<file path="src/csbu_pkg.sv">
/*
 * csbu_pkg: shared types and constants for the compare, skip and
 * branch unit. Assumes a core with an 8-bit status register whose
 * bit order is I T H S V N Z C, MSB first.
 */
package csbu_pkg;

    localparam int CSBU_PC_W = 16;
    localparam int CSBU_OFS_W = 7;
    localparam logic [CSBU_PC_W-1:0] CSBU_PC_RST = 16'h0000;
    localparam logic [7:0] CSBU_FLAGS_RST = 8'h00;
    localparam logic [CSBU_PC_W-1:0] CSBU_STEP = 16'h0001;
    localparam logic [CSBU_PC_W-1:0] CSBU_SKIP_SHORT = 16'h0002;
    localparam logic [CSBU_PC_W-1:0] CSBU_SKIP_LONG = 16'h0003;
    // flag positions inside the status byte
    localparam logic [2:0] CSBU_FLAG_C = 3'h0;
    localparam logic [2:0] CSBU_FLAG_Z = 3'h1;
    localparam logic [2:0] CSBU_FLAG_N = 3'h2;
    localparam logic [2:0] CSBU_FLAG_V = 3'h3;
    localparam logic [2:0] CSBU_FLAG_H = 3'h5;

    typedef enum logic [4:0] {
        CSBU_NOP = 5'h00,
        compare_op = 5'h01,
        compare_with_carry_op = 5'h02,
        compare_immediate_op = 5'h03,
        skip_reg_bit_clear_op = 5'h04,
        skip_reg_bit_set_op = 5'h05,
        skip_io_bit_clear_op = 5'h06,
        skip_io_bit_set_op = 5'h07,
        branch_flag_set_op = 5'h08,
        branch_flag_clear_op = 5'h09,
        branch_equal_op = 5'h0a,
        branch_not_equal_op = 5'h0b,
        branch_carry_set_op = 5'h0c,
        branch_carry_clear_op = 5'h0d,
        branch_same_higher_op = 5'h0e,
        branch_minus_op = 5'h0f,
        branch_plus_op = 5'h10,
        branch_signed_ge_op = 5'h11,
        branch_signed_lt_op = 5'h12,
        branch_half_carry_set_op = 5'h13
    } csbu_op_t;

    typedef struct packed {
        logic i;
        logic t;
        logic h;
        logic s;
        logic v;
        logic n;
        logic z;
        logic c;
    } csbu_flags_t;

    typedef struct packed {
        csbu_op_t op;
        logic [7:0] rd;
        logic [7:0] rr;
        logic [7:0] imm;
        logic [2:0] bit_sel;
        logic [7:0] io_val;
        logic [2:0] flag_sel;
        logic [CSBU_OFS_W-1:0] offset;
        logic [CSBU_PC_W-1:0] pc;
        logic next_two_word;
    } csbu_req_t;

    function automatic logic csbu_is_cmp(input csbu_op_t op);
        return op inside {compare_op, compare_with_carry_op, compare_immediate_op};
    endfunction : csbu_is_cmp

    function automatic logic csbu_is_skip(input csbu_op_t op);
        return op inside {skip_reg_bit_clear_op, skip_reg_bit_set_op,
                          skip_io_bit_clear_op, skip_io_bit_set_op};
    endfunction : csbu_is_skip

    function automatic logic csbu_is_branch(input csbu_op_t op);
        return (op >= branch_flag_set_op) && (op <= branch_half_carry_set_op);
    endfunction : csbu_is_branch

endpackage : csbu_pkg

</file>
<file path="src/csbu_cmp.sv">
/*
 * csbu_cmp: 8-bit subtractor for the compare instructions, giving the
 * arithmetic flags only. Purely combinational; the caller registers.
 */
`timescale 1ns/10ps
`default_nettype none

module csbu_cmp (
    // operands
    input wire logic [7:0] a,
    input wire logic [7:0] b,
    input wire logic cin,
    // flags of a - b - cin
    output logic c,
    output logic zero,
    output logic n,
    output logic v,
    output logic h
);
    wire logic [8:0] diff;
    wire logic [7:0] r;

    assign diff = {1'b0, a} - {1'b0, b} - {8'h00, cin};
    assign r = diff[7:0];
    // borrow out of bit 7 shows as bit 8 of the wide difference
    assign c = diff[8];
    assign zero = (r == 8'h00);
    assign n = r[7];
    assign v = (a[7] & ~b[7] & ~r[7]) | (~a[7] & b[7] & r[7]);
    assign h = (~a[3] & b[3]) | (b[3] & r[3]) | (r[3] & ~a[3]);

endmodule : csbu_cmp
`default_nettype wire

</file>
<file path="src/csbu_top.sv">
/*
 * csbu_top: executes compare, conditional skip and conditional
 * relative branch instructions for an 8-bit core. One request per
 * cycle; the answer is registered one cycle later.
 * Assumes the decoder presents operands, the current program counter
 * and status byte with req_valid, and that the length of the following
 * instruction is known as next_two_word.
 */
// Notes on behaviour
// - compare subtracts registers, keeps flags only
// - compare with carry also subtracts carry
// - compare immediate subtracts constant, no write
// - compares update Z, N, V, C, H
// - register bit clear skips next instruction
// - register bit set skips next instruction
// - io bit clear skips next instruction
// - io bit set skips next instruction
// - selected flag set branches to pc+k+1
// - selected flag clear branches to pc+k+1
// - equal branch taken when Z is one
// - not equal branch taken when Z zero
// - carry set branch taken when C one
// - carry clear, same-higher taken when C zero
// - minus branch taken when N one
// - plus branch taken when N zero
// - signed greater-or-equal branch provided
// - signed less-than branch provided
// - half carry set branch provided
// - skips and branches leave flags alone
`timescale 1ns/10ps
`default_nettype none

module csbu_top (
    // clock and reset
    input wire logic sys_clk,
    input wire logic nrst,
    // request from the decoder
    input wire logic req_valid,
    input wire csbu_pkg::csbu_req_t req,
    input wire csbu_pkg::csbu_flags_t cur_flags,
    // program counter update
    output logic done_q,
    output logic pc_load_q,
    output logic [csbu_pkg::CSBU_PC_W-1:0] pc_next_q,
    output logic taken_q,
    // status flag update
    output logic flags_we_q,
    output csbu_pkg::csbu_flags_t flags_q
);
    import csbu_pkg::*;

    // chosen-flag test shared by every branch form
    function automatic logic branch_cond(input csbu_op_t op,
                                         input csbu_flags_t f,
                                         input logic [2:0] sel);
        logic [7:0] fv;
        logic cond;
        fv = f;
        cond = 1'b0;
        case (op)
            branch_flag_set_op: cond = fv[sel];
            branch_flag_clear_op: cond = ~fv[sel];
            branch_equal_op: cond = fv[CSBU_FLAG_Z];
            branch_not_equal_op: cond = ~fv[CSBU_FLAG_Z];
            branch_carry_set_op: cond = fv[CSBU_FLAG_C];
            branch_carry_clear_op,
            branch_same_higher_op: cond = ~fv[CSBU_FLAG_C];
            branch_minus_op: cond = fv[CSBU_FLAG_N];
            branch_plus_op: cond = ~fv[CSBU_FLAG_N];
            // stored S may be stale, so form N xor V afresh
            branch_signed_ge_op:
                cond = ~(fv[CSBU_FLAG_N] ^ fv[CSBU_FLAG_V]);
            branch_signed_lt_op:
                cond = fv[CSBU_FLAG_N] ^ fv[CSBU_FLAG_V];
            branch_half_carry_set_op: cond = fv[CSBU_FLAG_H];
            default: cond = 1'b0;
        endcase
        return cond;
    endfunction : branch_cond

    // operation class
    wire logic is_cmp;
    wire logic is_skip;
    wire logic is_branch;
    wire logic is_cpc;
    wire logic is_cpi;

    assign is_cmp = csbu_is_cmp(req.op);
    assign is_skip = csbu_is_skip(req.op);
    assign is_branch = csbu_is_branch(req.op);
    assign is_cpc = (req.op == compare_with_carry_op);
    assign is_cpi = (req.op == compare_immediate_op);

    // compare datapath
    wire logic [7:0] sub_b;
    wire logic sub_cin;
    wire logic sub_c;
    wire logic sub_zero;
    wire logic sub_n;
    wire logic sub_v;
    wire logic sub_h;
    wire logic new_z;
    wire csbu_flags_t cmp_flags;

    assign sub_b = is_cpi ? req.imm : req.rr;
    assign sub_cin = is_cpc ? cur_flags.c : 1'b0;

    csbu_cmp u_cmp (
        .a(req.rd),
        .b(sub_b),
        .cin(sub_cin),
        .c(sub_c),
        .zero(sub_zero),
        .n(sub_n),
        .v(sub_v),
        .h(sub_h)
    );

    // chained compares keep Z only if the lower byte was equal too
    assign new_z = sub_zero & (is_cpc ? cur_flags.z : 1'b1);

    // difference is dropped; only five flags change, I T S pass through
    assign cmp_flags = '{i: cur_flags.i, t: cur_flags.t, h: sub_h,
                         s: cur_flags.s, v: sub_v, n: sub_n,
                         z: new_z, c: sub_c};

    // skip and branch conditions
    wire logic reg_bit;
    wire logic io_bit;
    wire logic skip_cond;
    wire logic br_cond;
    wire logic cond_true;

    assign reg_bit = req.rr[req.bit_sel];
    assign io_bit = req.io_val[req.bit_sel];
    assign skip_cond =
        (req.op == skip_reg_bit_clear_op) ? ~reg_bit :
        (req.op == skip_reg_bit_set_op) ? reg_bit :
        (req.op == skip_io_bit_clear_op) ? ~io_bit :
        (req.op == skip_io_bit_set_op) ? io_bit :
        1'b0;
    assign br_cond = branch_cond(req.op, cur_flags, req.flag_sel);
    assign cond_true = (is_skip & skip_cond) | (is_branch & br_cond);

    // next program counter
    wire logic [CSBU_PC_W-1:0] ofs_ext;
    wire logic [CSBU_PC_W-1:0] pc_seq;
    wire logic [CSBU_PC_W-1:0] pc_skip;
    wire logic [CSBU_PC_W-1:0] pc_branch;
    wire logic [CSBU_PC_W-1:0] pc_d;

    // offset is two's complement words, so it reaches back as well
    assign ofs_ext = {{(CSBU_PC_W-CSBU_OFS_W){req.offset[CSBU_OFS_W-1]}},
                      req.offset};
    assign pc_seq = req.pc + CSBU_STEP;
    // a skipped two-word instruction needs the longer step
    assign pc_skip = req.pc + (req.next_two_word ? CSBU_SKIP_LONG
                                                 : CSBU_SKIP_SHORT);
    assign pc_branch = req.pc + ofs_ext + CSBU_STEP;
    assign pc_d = !cond_true ? pc_seq :
                  is_skip ? pc_skip : pc_branch;

    // flag write only for compares
    wire logic flags_we_d;

    assign flags_we_d = req_valid & is_cmp;

    always_ff @(posedge sys_clk or negedge nrst) begin
        if (!nrst) begin
            done_q <= 1'b0;
            pc_load_q <= 1'b0;
            pc_next_q <= CSBU_PC_RST;
            taken_q <= 1'b0;
            flags_we_q <= 1'b0;
            flags_q <= CSBU_FLAGS_RST;
        end else begin
            done_q <= req_valid;
            pc_load_q <= req_valid;
            taken_q <= req_valid & cond_true;
            flags_we_q <= flags_we_d;
            if (req_valid) begin
                pc_next_q <= pc_d;
            end
            if (flags_we_d) begin
                flags_q <= cmp_flags;
            end
        end
    end

    // selected status bit, seen by the flag-select check
    wire logic [7:0] cur_bits;
    wire logic sel_bit;

    assign cur_bits = cur_flags;
    assign sel_bit = cur_bits[req.flag_sel];
endmodule : csbu_top
`default_nettype wire

</file>
<file path="config.mk">
export PLATFORM = sky130hd
export DESIGN_NAME = csbu_top
export DESIGN_NICKNAME = d
export VERILOG_FILES = /design/src/csbu_pkg.sv /design/src/csbu_cmp.sv /design/src/csbu_top.sv
export SDC_FILE = /design/constraint.sdc
export NUM_CORES = 1
export LEC_CHECK = 0
export ABC_CLOCK_PERIOD_IN_PS = 1100
export BUFFER_PORTS_ARGS = -buffer_cell sky130_fd_sc_hd__buf_2
export CAP_MARGIN = 15
export CORE_ASPECT_RATIO = 0.6
export CORE_MARGIN = 10
export CORE_UTILIZATION = 53
export CTS_CLUSTER_DIAMETER = 30
export DETAILED_ROUTE_END_ITERATION = 8
export PLACE_DENSITY = 0.79
export SETUP_SLACK_MARGIN = 0.1
export SLEW_MARGIN = 20
export SYNTH_ARGS = -nofsm -noshare
export SYNTH_HDL_FRONTEND = slang
export SYNTH_SLANG_ARGS = --single-unit
</file>
<file path="constraint.sdc">
create_clock -name sys_clk -period 1.1 [get_ports sys_clk]
set_input_delay 0.22 -clock sys_clk [delete_from_list [all_inputs] [get_ports sys_clk]]
set_output_delay 0.22 -clock sys_clk [all_outputs]
set_load 0.01 [all_outputs]
</file>
==> results of run 1 <==
==> stage by stage <==
stage          cell area (um^2)  hold WS [ps]   util  cells  setup TNS, ps
2_1_floorplan              3680         -75.6      -    415         -28600
3_3_place_gp               5090           231  0.819    708         -35320
3_5_place_dp               5090           237  0.819    708         -36460
4_1_cts                    5640           187  0.906    738         -26710
==> logic make-up after synthesis <==
family | after synthesis | synth area share
buf+inv | 56 | 0.0624
xor+xnor | 42 | 0.109
compound gates | 105 | 0.199
fa+ha+maj | 36 | 0.137
flops | 27 | 0.196
mux | 29 | 0.120
simple gates | 120 | 0.177
==> routing by layer <==
metal | track usage | GRT overflow
met1 | 0.660 | 0
met2 | 0.864 | 120
met3 | 0.549 | 0
met4 | 0.778 | 62
met5 | 0.0577 | 0
==> repair_timing <==
action / CTS
gates cloned: 1
buffers inserted: 27
setup endpoints to repair: 53
endpoints found under the hold margin: 27
hold buffers: 1
resized for setup: 69
pin swaps: 48
==> results.json, run 1 <==
{
  "error_line": "[ERROR GRT-0232] Routing congestion too high. Check the congestion heatmap in the GUI.",
  "yosys.area.top_type": "dfrtp_1",
  "start_util": 0.554,
  "syn_area_um2": 3450,
  "synth_top_area_share": 0.196,
  "cts_max_path_buffers": 2,
  "row_count": 22,
  "synth-seq-area-share": 0.196,
  "synth_most_common_cell": "inv_1",
  "root_buffer": "clkbuf_8",
  "cts.htree.levels": 1,
  "grt_max_degree": 28,
  "synth_cells": 415,
  "status": "did not finish",
  "track_usage": 0.689,
  "numCtsBuffers": 3,
  "cts_num_sinks": 27,
  "worst_endpoint_kind": "sequential cell input",
  "ys.warnings.count": 0,
  "synth_edf_count": 0,
  "grt-worst-endpoint": "flags_q[3]$_DFFE_PN0P_/D",
  "synth_common_cells": "39 x inv_1, 33 x ha_1, 30 x a21oi_1, 28 x nand2_1",
  "hpwlAfterDp_um": 10300,
  "synth.area.top_cells": "dfrtp_1 20%, ha_1 12%, xnor2_1 6.9%, mux2_2 4.9%, a21oi_1 4.4%",
  "synth_seq_cells": 27,
  "die_w_um": 124,
  "async_flop_share": 1.00,
  "ys_types": 59,
  "post-place-ws_ps": -2060,
  "port_buffers": 105,
  "gp_congestion": 0.870,
  "die_h_um": 82.5,
  "synth-main-ff-cell": "dfrtp_1",
  "syn_avg_cell_area_um2": 8.31,
  "overflow": 182,
  "failing_step": "global routing",
  "syn-num-nets": 529,
  "io_pins": 106
}
==> inputs of run 2 (changes only) <==
Settings changed: CORE_ASPECT_RATIO 0.6 to not set, CORE_UTILIZATION 53 to 40, CTS_CLUSTER_DIAMETER 30 to not set, PLACE_DENSITY 0.79 to not set, PLACE_DENSITY_LB_ADDON set to 0.15, SETUP_SLACK_MARGIN 0.1 to not set.
==> run 2 against run 1 <==
- the flow now finishes, with violations (setup timing)
- synthesized cell count unchanged
- area after synthesis unchanged
==> results.json, run 2 <==
{
  "hpwlAfterDp_um": 9680,
  "die_w_um": 113,
  "r2r_cells": 1,
  "n_fill_cell": 685,
  "cts_max_path_buffers": 2,
  "grt_max_degree": 16,
  "io_pins": 106,
  "cp_max_fo": 3,
  "post-route-period-util": 2.54,
  "drive_above_1_share": 0.519,
  "syn_area_um2": 3450,
  "final_common_cell": "buf_4",
  "arrival_ps": 2960,
  "synthAdderAreaFrac": 0.137,
  "utilization": 0.680,
  "crit_type": "in2reg",
  "synth_compound_area_frac": 0.199,
  "setup_viol": 22,
  "antenna_found_initial": 0,
  "grt_first_pass_wirelength_um": 19100,
  "drtIter0Drc": 144,
  "syn_avg_cell_area_um2": 8.31,
  "rsz0062_at_grt": "yes",
  "synth-seq-area-share": 0.196,
  "synth_edf_count": 0,
  "largest_reg_flops": 16,
  "synth_cells": 415,
  "cp-end-kind": "flip-flop",
  "synth_top_family_by_area": "compound AO/OA/AOI/OAI gates",
  "synth_top_area_share": 0.196,
  "async_flop_share": 1.00,
  "postRouteWirelength_um": 11900,
  "tightest_slew_ps": 424,
  "ys_types": 59,
  "skew_ps": 0,
  "gp_congestion": 0.900,
  "dpl_cell_area_um2": 5100,
  "numCtsBuffers": 3,
  "coreArea_um2": 8300,
  "hold_path.startpoint": "req_valid",
  "port_buffers": 105,
  "cts.htree.levels": 1,
  "synth-main-ff-cell": "dfrtp_1",
  "vias": 3939,
  "period_minus_slack_ps": 2790,
  "status": "complete, but fails checks",
  "muxShareOfSynthArea": 0.120,
  "clock.fmax_ghz": 0.358,
  "row_count": 33,
  "cts_num_sinks": 27,
  "violations": "setup timing",
  "r2r-start": "pc_next_q[11]",
  "finalHoldViolations": 0,
  "synth_seq_cells": 27,
  "synth-xor-area-share": 0.109,
  "regMostFlops": "pc_next_q",
  "cts_tree": "yes",
  "dpl.cell_count": 727,
  "syn_to_final_growth_pct": 63.6,
  "min_to": "pc_load_q",
  "yosys.area.top_type": "dfrtp_1",
  "cp.required_ps": 1260,
  "design_area_um2": 5640,
  "power_leakage_nw": 2.74,
  "clkTransAtPathRegs_ps": 90,
  "relSlewSlack": 0.715,
  "post-place-ws_ps": -2130,
  "drc": 0,
  "p_per_area_nw_per_um2": 850,
  "maxCapViolCount": 0,
  "holdCritPathClass": "in2reg",
  "mostFrequentLayoutCells": "119 x buf_4, 99 x buf_2, 35 x inv_1",
  "ant_nets": 0,
  "clk_latency_ps": 270,
  "syn-num-nets": 529,
  "track_usage": 0.173,
  "synth.area.top_cells": "dfrtp_1 20%, ha_1 12%, xnor2_1 6.9%, mux2_2 4.9%, a21oi_1 4.4%",
  "ys.warnings.count": 0,
  "synthSimpleGateAreaFrac": 0.177,
  "first_pass_iters": 4,
  "synth_common_cells": "39 x inv_1, 33 x ha_1, 30 x a21oi_1, 28 x nand2_1",
  "overflow": 0,
  "antennaDiodeCount": 0,
  "layout_setup_ws_ps": -1690,
  "nets": 758,
  "critPathLaunch": "req[65]",
  "synth_most_common_cell": "inv_1",
  "ff2ff_setup_slack_ps": 240,
  "root_buffer": "clkbuf_8",
  "rr_endpoint": "pc_next_q[11]",
  "die_h_um": 113,
  "crit_path_start_kind": "input port",
  "peakVddDrop_v": 0.000488,
  "top_regs": "pc_next_q (16), flags_q (8)",
  "final_max_slew_viol_count": 0,
  "viasPerCell": 5.27,
  "die_area_um2": 12700,
  "instances_no_fill": 748,
  "whs_path_depth": 1,
  "wl_per_cell_um": 15.9,
  "grt_pass1_vias": 4194,
  "start_util": 0.415
}
## run 2: final cells by class
cell class                      instances  area, um^2  share of cell area
Multi-Input combinational cell        332        2960               0.524
Timing Repair Buffer                  241        1670               0.295
Sequential cell                        27         676               0.120
Inverter                               39         164              0.0291
Tap cell                              105         131              0.0233
Clock buffer                            4        45.0             0.00799
## run 2: cells by family (layout without fill, tap and decap cells)
family	Yosys count	count (layout)
XOR/XNOR	42	42
AND/OR/NAND/NOR	120	120
multiplexers	29	29
adder cells (fa/ha/maj)	36	36
flip-flops	27	27
buffers and inverters	56	284
AO/OA/AOI/OAI	105	105
## run 2: worst max path at each step
stage | endpoint | cells past startpoint
2_1_floorplan | flags_q[3] | 16
5_1_grt | flags_q[3] | 16
3_5_place_dp | flags_q[3] | 16
6_report | flags_q[3] | 16
4_1_cts | flags_q[3] | 16
3_3_place_gp | flags_q[3] | 16
## run 2: critical path: stages
cell      delay (ps)
buf_8            100
nor3_4           220
nand3_4          100
mux2_4           310
fa_1             500
inv_1             50
ha_2             160
o21ai_2          140
a31oi_1          100
o21ai_1          170
a21boi_1         100
o21a_1           200
nor2_2           120
xnor2_2          150
mux2i_1          220
a21oi_1           80
## run 2: repair_timing
item                                    CTS  global route
pin swaps                                33            26
buffers inserted                          8            14
gates resized for setup                  59            24
hold buffers                              1             0
endpoints found under the hold margin    13             0
endpoints found under the setup margin   25            25
## run 2: metrics by stage
step                TNS (ps)  power, mW  hold slack (ps)
CTS                   -26970       4.69              135
detailed placement    -36190       3.88              138
floorplan             -28600       2.74            -75.6
finish                -27250       4.79              141
global route          -29180       5.13              139
global placement      -35090       3.82              139
## run 2: per-layer routing
metal | track usage | up-vias | part of all wire
met5 | 0 | - | 0
met4 | 0.0457 | 0 | 0.014
met3 | 0.0275 | 12 | 0.044
met2 | 0.329 | 91 | 0.53
met1 | 0.194 | 1878 | 0.41
li1 | - | 1958 | -
## run 2: power breakdown
group	switching, mW	total (mW)	internal, mW
combinational	1.38	2.93	1.55
sequential	0.125	1.31	1.19
clock	0.289	0.549	0.259
(Power assumes the default switching activity.)
